File: config.mk
export PLATFORM = sky130hd
export DESIGN_NAME = rvc_regs
export DESIGN_NICKNAME = d
export VERILOG_FILES = /design/src/core/rvc_pkg.sv /design/src/core/rvc_regs.sv
export VERILOG_INCLUDE_DIRS = /design/src /design/src/core
export SDC_FILE = /design/constraint.sdc
export NUM_CORES = 1
export LEC_CHECK = 0
export BUFFER_PORTS_ARGS = -buffer_cell sky130_fd_sc_hd__buf_2
export CAP_MARGIN = 40
export CORE_ASPECT_RATIO = 0.75
export CORE_MARGIN = 1.5
export CORE_UTILIZATION = 58
export DETAILED_ROUTE_END_ITERATION = 7
export PLACE_DENSITY = 0.84
export SLEW_MARGIN = 25
export SYNTH_ARGS = -nofsm -noshare
export SYNTH_HDL_FRONTEND = slang
export SYNTH_SLANG_ARGS = --single-unit
File: constraint.sdc
create_clock -name clk -period 3.3 [get_ports clk]
set_input_delay 0.825 -clock clk [delete_from_list [all_inputs] [get_ports clk]]
set_output_delay 0.825 -clock clk [all_outputs]
set_load 0.01 [all_outputs]
File: src/core/rvc_params.svh
`ifndef RVC_PARAMS_SVH
`define RVC_PARAMS_SVH
// ----------------------------------------
// Register offsets
// ----------------------------------------
`define RVC_OFS_CONV4_SLEEP  8'h95
`define RVC_OFS_CONV5_NORMAL 8'h96
`define RVC_OFS_CONV5_SLEEP  8'h97
`define RVC_OFS_CONV6_NORMAL 8'h98
`define RVC_OFS_CONV6_SLEEP  8'h99
`define RVC_OFS_LINEAR2      8'h9a
// ----------------------------------------
// Field positions
// ----------------------------------------
`define RVC_CODE_MSB     7
`define RVC_CODE_LSB     1
`define RVC_FALL_BIT     0
`define RVC_LIN_SLP_MSB  7
`define RVC_LIN_SLP_LSB  4
`define RVC_LIN_NRM_MSB  3
`define RVC_LIN_NRM_LSB  0
// ----------------------------------------
// Sleep vector lanes
// ----------------------------------------
`define RVC_LANE_CONV4   0
`define RVC_LANE_CONV5   1
`define RVC_LANE_CONV6   2
`define RVC_LANE_LINEAR2 3
// ----------------------------------------
// Factory default patterns
// ----------------------------------------
`define RVC_RST_CONV4_SLEEP  8'ha8
`define RVC_RST_CONV5_NORMAL 8'he8
`define RVC_RST_CONV5_SLEEP  8'he8
`define RVC_RST_CONV6_NORMAL 8'h58
`define RVC_RST_CONV6_SLEEP  8'h4c
`define RVC_RST_LINEAR2      8'h00
`define RVC_READ_ZERO        8'h00
`endif

File: src/core/rvc_pkg.sv
package rvc_pkg;
    // ----------------------------------------
    // Register access request
    // ----------------------------------------
    typedef struct packed {
        logic       wr;    // Write strobe, one cycle
        logic       rd;    // Read strobe, one cycle
        logic [7:0] addr;  // Register offset
        logic [7:0] wdata; // Write data
    } rvc_req_t;
    // ----------------------------------------
    // Read answer
    // ----------------------------------------
    typedef struct packed {
        logic       valid; // One-cycle answer marker
        logic [7:0] data;  // Read data
    } rvc_rsp_t;
endpackage : rvc_pkg

File: src/core/rvc_regs.sv
// Overview of operation
// - Converter 4 sleep code in 95h bits 7:1
// - Converter 5 normal code in 96h bits 7:1
// - Converter 5 sleep code in 97h bits 7:1
// - Converter 6 normal code in 98h bits 7:1
// - Converter 6 sleep code in 99h bits 7:1
// - Bit 0 of 96h and 98h chooses slewed or passive fall
// - Code step range fixed by configuration
// - Linear 2 sleep code in 9Ah bits 7:4
// - Linear 2 normal code in 9Ah bits 3:0
// - Sleep code applied when enabled, pin low
`timescale 1ns/1ns
`include "rvc_params.svh"

module rvc_regs #(
    parameter logic [7:0] RST_CONV4_SLEEP  = `RVC_RST_CONV4_SLEEP,  // Variant default
    parameter logic [7:0] RST_CONV5_NORMAL = `RVC_RST_CONV5_NORMAL, // Variant default
    parameter logic [7:0] RST_CONV5_SLEEP  = `RVC_RST_CONV5_SLEEP,  // Variant default
    parameter logic [7:0] RST_CONV6_NORMAL = `RVC_RST_CONV6_NORMAL, // Variant default
    parameter logic [7:0] RST_CONV6_SLEEP  = `RVC_RST_CONV6_SLEEP,  // Variant default
    parameter logic [7:0] RST_LINEAR2      = `RVC_RST_LINEAR2,      // Variant default
    parameter logic       STEP_25MV        = 1'b0                   // 0: 10 mV steps, 1: 25 mV
) (
    input  wire logic             clk,
    input  wire logic             arst_n,
    input  wire rvc_pkg::rvc_req_t req,
    output rvc_pkg::rvc_rsp_t     rsp,
    input  wire logic [6:0]       conv4_normal_code,
    input  wire logic [3:0]       sleep_en,
    input  wire logic [3:0]       sleep_pin,
    output logic [6:0]            conv4_ref_code,
    output logic [6:0]            conv5_ref_code,
    output logic [6:0]            conv6_ref_code,
    output logic [3:0]            linear2_ref_code,
    output logic                  conv5_passive_fall_sel,
    output logic                  conv6_passive_fall_sel,
    output logic                  step_25mv_sel
);

    // ----------------------------------------
    // Storage
    // ----------------------------------------
    logic [6:0] conv4_sleep_code_reg;  // Sleep code, converter 4
    logic [6:0] conv5_normal_code_reg; // Normal code, converter 5
    logic [6:0] conv5_sleep_code_reg;  // Sleep code, converter 5
    logic [6:0] conv6_normal_code_reg; // Normal code, converter 6
    logic [6:0] conv6_sleep_code_reg;  // Sleep code, converter 6
    logic [3:0] linear2_sleep_code_reg;  // Sleep code, linear 2
    logic [3:0] linear2_normal_code_reg; // Normal code, linear 2
    logic [7:0] rd_data_next;            // Read mux output

    // Write hit for one offset
    function automatic logic hit(input rvc_pkg::rvc_req_t r, input logic [7:0] ofs);
        hit = r.wr && (r.addr == ofs);
    endfunction : hit

    // Pick the sleep or normal code; sleep pin is active low
    function automatic logic [6:0] pick(input logic en, input logic pin,
                                        input logic [6:0] slp, input logic [6:0] nrm);
        pick = (en && !pin) ? slp : nrm;
    endfunction : pick

    // ----------------------------------------
    // Converter 4 sleep register
    // ----------------------------------------
    // Reserved bit 0 is never stored, so writes to it vanish
    always_ff @(posedge clk or negedge arst_n) begin
        if (!arst_n) begin
            conv4_sleep_code_reg <= RST_CONV4_SLEEP[`RVC_CODE_MSB:`RVC_CODE_LSB];
        end else if (hit(req, `RVC_OFS_CONV4_SLEEP)) begin
            conv4_sleep_code_reg <= req.wdata[`RVC_CODE_MSB:`RVC_CODE_LSB];
        end
    end

    // ----------------------------------------
    // Converter 5 registers
    // ----------------------------------------
    always_ff @(posedge clk or negedge arst_n) begin
        if (!arst_n) begin
            conv5_normal_code_reg  <= RST_CONV5_NORMAL[`RVC_CODE_MSB:`RVC_CODE_LSB];
            conv5_passive_fall_sel <= RST_CONV5_NORMAL[`RVC_FALL_BIT];
            conv5_sleep_code_reg   <= RST_CONV5_SLEEP[`RVC_CODE_MSB:`RVC_CODE_LSB];
        end else begin
            // Normal code and fall mode share one write
            if (hit(req, `RVC_OFS_CONV5_NORMAL)) begin
                conv5_normal_code_reg  <= req.wdata[`RVC_CODE_MSB:`RVC_CODE_LSB];
                conv5_passive_fall_sel <= req.wdata[`RVC_FALL_BIT];
            end
            // Sleep code; bit 0 reserved
            if (hit(req, `RVC_OFS_CONV5_SLEEP)) begin
                conv5_sleep_code_reg <= req.wdata[`RVC_CODE_MSB:`RVC_CODE_LSB];
            end
        end
    end

    // ----------------------------------------
    // Converter 6 registers
    // ----------------------------------------
    always_ff @(posedge clk or negedge arst_n) begin
        if (!arst_n) begin
            conv6_normal_code_reg  <= RST_CONV6_NORMAL[`RVC_CODE_MSB:`RVC_CODE_LSB];
            conv6_passive_fall_sel <= RST_CONV6_NORMAL[`RVC_FALL_BIT];
            conv6_sleep_code_reg   <= RST_CONV6_SLEEP[`RVC_CODE_MSB:`RVC_CODE_LSB];
        end else begin
            // Normal code and fall mode share one write
            if (hit(req, `RVC_OFS_CONV6_NORMAL)) begin
                conv6_normal_code_reg  <= req.wdata[`RVC_CODE_MSB:`RVC_CODE_LSB];
                conv6_passive_fall_sel <= req.wdata[`RVC_FALL_BIT];
            end
            // Sleep code; bit 0 reserved
            if (hit(req, `RVC_OFS_CONV6_SLEEP)) begin
                conv6_sleep_code_reg <= req.wdata[`RVC_CODE_MSB:`RVC_CODE_LSB];
            end
        end
    end

    // ----------------------------------------
    // Linear regulator 2 register
    // ----------------------------------------
    always_ff @(posedge clk or negedge arst_n) begin
        if (!arst_n) begin
            linear2_sleep_code_reg  <= RST_LINEAR2[`RVC_LIN_SLP_MSB:`RVC_LIN_SLP_LSB];
            linear2_normal_code_reg <= RST_LINEAR2[`RVC_LIN_NRM_MSB:`RVC_LIN_NRM_LSB];
        end else if (hit(req, `RVC_OFS_LINEAR2)) begin
            linear2_sleep_code_reg  <= req.wdata[`RVC_LIN_SLP_MSB:`RVC_LIN_SLP_LSB];
            linear2_normal_code_reg <= req.wdata[`RVC_LIN_NRM_MSB:`RVC_LIN_NRM_LSB];
        end
    end

    // ----------------------------------------
    // Step range
    // ----------------------------------------
    // Fixed by variant; software cannot alter how codes are scaled
    always_ff @(posedge clk or negedge arst_n) begin
        if (!arst_n) begin
            step_25mv_sel <= STEP_25MV;
        end else begin
            step_25mv_sel <= STEP_25MV;
        end
    end

    // ----------------------------------------
    // Reference selection
    // ----------------------------------------
    // Re-evaluated every cycle, so a write lands with no extra command;
    // the cost is one flop of latency behind the register itself
    always_ff @(posedge clk or negedge arst_n) begin
        if (!arst_n) begin
            conv4_ref_code   <= 7'h00;
            conv5_ref_code   <= 7'h00;
            conv6_ref_code   <= 7'h00;
            linear2_ref_code <= 4'h0;
        end else begin
            conv4_ref_code <= pick(sleep_en[`RVC_LANE_CONV4], sleep_pin[`RVC_LANE_CONV4],
                                   conv4_sleep_code_reg, conv4_normal_code);
            conv5_ref_code <= pick(sleep_en[`RVC_LANE_CONV5], sleep_pin[`RVC_LANE_CONV5],
                                   conv5_sleep_code_reg, conv5_normal_code_reg);
            conv6_ref_code <= pick(sleep_en[`RVC_LANE_CONV6], sleep_pin[`RVC_LANE_CONV6],
                                   conv6_sleep_code_reg, conv6_normal_code_reg);
            // Linear codes are four bits wide, so selected inline
            if (sleep_en[`RVC_LANE_LINEAR2] && !sleep_pin[`RVC_LANE_LINEAR2]) begin
                linear2_ref_code <= linear2_sleep_code_reg;
            end else begin
                linear2_ref_code <= linear2_normal_code_reg;
            end
        end
    end

    // ----------------------------------------
    // Read mux
    // ----------------------------------------
    // Reserved bits and unmapped offsets read as zero
    always_comb begin
        case (req.addr)
            `RVC_OFS_CONV4_SLEEP:  begin
                rd_data_next = {conv4_sleep_code_reg, 1'b0};
            end
            `RVC_OFS_CONV5_NORMAL: begin
                rd_data_next = {conv5_normal_code_reg, conv5_passive_fall_sel};
            end
            `RVC_OFS_CONV5_SLEEP:  begin
                rd_data_next = {conv5_sleep_code_reg, 1'b0};
            end
            `RVC_OFS_CONV6_NORMAL: begin
                rd_data_next = {conv6_normal_code_reg, conv6_passive_fall_sel};
            end
            `RVC_OFS_CONV6_SLEEP:  begin
                rd_data_next = {conv6_sleep_code_reg, 1'b0};
            end
            `RVC_OFS_LINEAR2:      begin
                rd_data_next = {linear2_sleep_code_reg, linear2_normal_code_reg};
            end
            default: begin
                rd_data_next = `RVC_READ_ZERO;
            end
        endcase
    end

    // ----------------------------------------
    // Read answer
    // ----------------------------------------
    // Data holds until the next read so a slow serial engine can fetch it
    always_ff @(posedge clk or negedge arst_n) begin
        if (!arst_n) begin
            rsp <= '0;
        end else begin
            rsp.valid <= req.rd;
            if (req.rd) begin
                rsp.data <= rd_data_next;
            end
        end
    end
endmodule : rvc_regs

==> impl_results.md <==
* Vias per inst at 5.80
* FMAX at about 0.44 GHz
* Largest net degree at the start of global routing at 44
* Post-Route WL at 7640 um
* Commonest cells in the netlist: 70 x mux2_2, 62 x dfrtp_1, 17 x dfstp_2
* First-pass GRT wire length at 12200 um
* Seq/Total Area, Yosys at 57.2%
* Crit Path Category: primary input to flop
* Synth warnings at 0
* CTS max path bufs at 2
* Post-synth top area cell: dfrtp_1
* TritonCTS buffer count at 9
* Most frequent cell after synthesis: mux2_2
* Fin Hold WS at 0.414 ns
* Setup violation total in the final timing report at 0
* Initial antenna violation count at 0
* Clock sink total at 79
* TritonCTS clock tree: yes
* Largest register FFs at 9
* Leakage power at around 2.0 nW
* Clock root buffer: clkbuf_8
* P per Cell Area at about 520 mW/mm^2
* Worst hold-check path type: primary input to async pin
* Worst Setup End Kind: flop
* Final setup TNS at 0 ns
* Max-slew violation count at 0
* DIE AREA at 0.00650 mm^2
* Diode count at 0
* PostCTS Resize Cnt at 0
* Max cap viols at 0
* Post-CTS setup buffers at 0
* Syn avg cell area at approximately 14 um^2
* Top_reg_cell synth: dfrtp_1
* Final period utilization at 68.2%
* Vias at 2325
* Hold Fails Final Rpt at 0
* Mapped Nets at 286
* Dominant cells by area after synthesis: dfrtp_1 44%, mux2_2 23%, dfstp_2 13%
* Slowest cell delay on critical path at 0.45 ns
* Initial DRT Pass Iterations at 4
* Bufs and invs on worst path at 1
* Worst-path cell chain: buf_2 -> and2b_1 -> and2_4 -> and4b_1 -> mux2_2
* Grt total ovfl at 0
* RSZ-0062 raised after global routing: false
* Worst skew pair latency at 0.35 ns
* Critical Path RT at 3.54 ns
* Hold_buf cts at 0
* Post-synth EDFFs at 0
* Layout cell share with drive strength beyond 1 at 57.0%
* Worst relative slew slack at 48.3%
* Io pins at 72
* #FFs+latches synth at between 70 and 80
* Mapped Area at between 0.003 and 0.004 mm^2
* Peak VDD IR at approximately 0.29 mV
* CORE AREA at 0.00583 mm^2
* DIE WIDTH at 92.6 um
* Nets at 353
* Top cell family by delay on the critical path: simple AND/OR/NAND/NOR gates
* Rows at 24
* DR DRC count at 0
* H-tree depth at 3
* GP Congestion at between 0.8 and 0.9
* Status: finished clean
* Initial Util at 59.9%
* Worst-path clk slew at 0.08 ns
* Worst Skew at 0.00574 ns
* CP max FO at 11
* Worst-Margin Slew at 0.773 ns
* Vias in the first global route at about 2.3k
* Total GRT Usage at 25.5%
* Type of origin of the critical path: primary input
* Fraction of registers with async set/reset at 100%
* Drt wl/cell at 19.1 um
* Synth-to-Final Area Change at 18.2%
* Cell variety after synth at 37
* 1st-iter DRT viols at between 150 and 200
* Post-DRT Antenna Nets at 0
* Post-Synthesis Cells at ~250
* Total power at 2.16 mW
* Die height at around 70 um
* Port Buffer Count at 70
* HPWL after DPL at 5530 um
* Min Tclk post-route at about 2.3 ns
* Reg with most FFs: rsp
* Cells after DPL at 385
* Final cell count without fillers at 401
* Slowest-stage cell, CP: and2b_1
* Crit path DAT at 2.49 ns
* Share of the synthesized area in the top cell type at ~44%
-- power breakdown --
group,internal [mW],switching [mW]
sequential,1.02,0.0312
clock,0.578,0.343
combinational,0.0873,0.101
-- per-stage QoR --
stage	util, %	worst slack (ns)	area (um^2)
final	70.9	1.05	4130
after global routing	70.9	1.01	4130
after CTS	70.9	1.10	4130
after detailed placement	66.4	0.726	3870
after global placement	66.0	0.815	3850
after floorplan	-	1.20	3490
-- per-layer routing --
metal / track usage [%] / vias up / share of wire (%)
met2: 38.2 / 102 / 46
met4: 6.15 / 0 / 0.75
met5: 0 / - / 0
li1: - / 1046 / -
met1: 37.1 / 1170 / 44
met3: 7.30 / 7 / 8.7
-- cells by family (layout without fill, tap and decap cells) --
family                 Yosys count  in the layout  synth area share [%]
and+or+nand+nor                 48             48                  8.89
DFF                             79             79                  57.2
muxes                           74             74                  23.7
AOI/OAI and AO/OA               34             34                  7.35
buffers and inverters           15             87                  2.69
other                            1              1                 0.107
-- cell type report --
cell class,instances,area [um^2]
clock buffer,10,128
clock inverter,6,133
fill,418,1700
multi-input combinational,157,1400
sequential,79,2000
tap,78,97.6
timing repair buffer,71,373
-- cell usage in the layout, fill, tap and decap left out, types with 2 or more instances in the layout --
master	instances
and4b_1	2
a22o_1	10
mux2i_1	4
and2_2	2
a31oi_1	4
clkbuf_8	9
nor2_1	7
a21oi_1	4
o2bb2ai_1	3
mux2_2	70
nor2b_1	5
dfstp_2	17
nand2b_1	5
nand2_1	13
a22oi_1	10
buf_2	69
dfrtp_1	62
bufinv_16	4
-- worst paths after layout --
path	endpoint	cells past startpoint	slack (ns)	from
worst max register to register	rsp[2]$_DFFE_PN0P_	4	1.90	conv4_sleep_code_reg[1]$_DFFE_PN0P_
max in group asynchronous	conv6_normal_code_reg[3]$_DFFE_PN1P_	2	2.24	arst_n
worst min-delay path	conv5_ref_code[4]$_DFF_PN0_	1	0.41	arst_n
worst min register to register	linear2_ref_code[1]$_DFF_PN0_	2	0.53	linear2_sleep_code_reg[1]$_DFFE_PN0P_
min in group clk	linear2_ref_code[1]$_DFF_PN0_	2	0.53	linear2_sleep_code_reg[1]$_DFFE_PN0P_
worst max-delay path	conv5_normal_code_reg[1]$_DFFE_PN0P_	5	1.05	req[11]
Power figures use the tool's default switching activity.
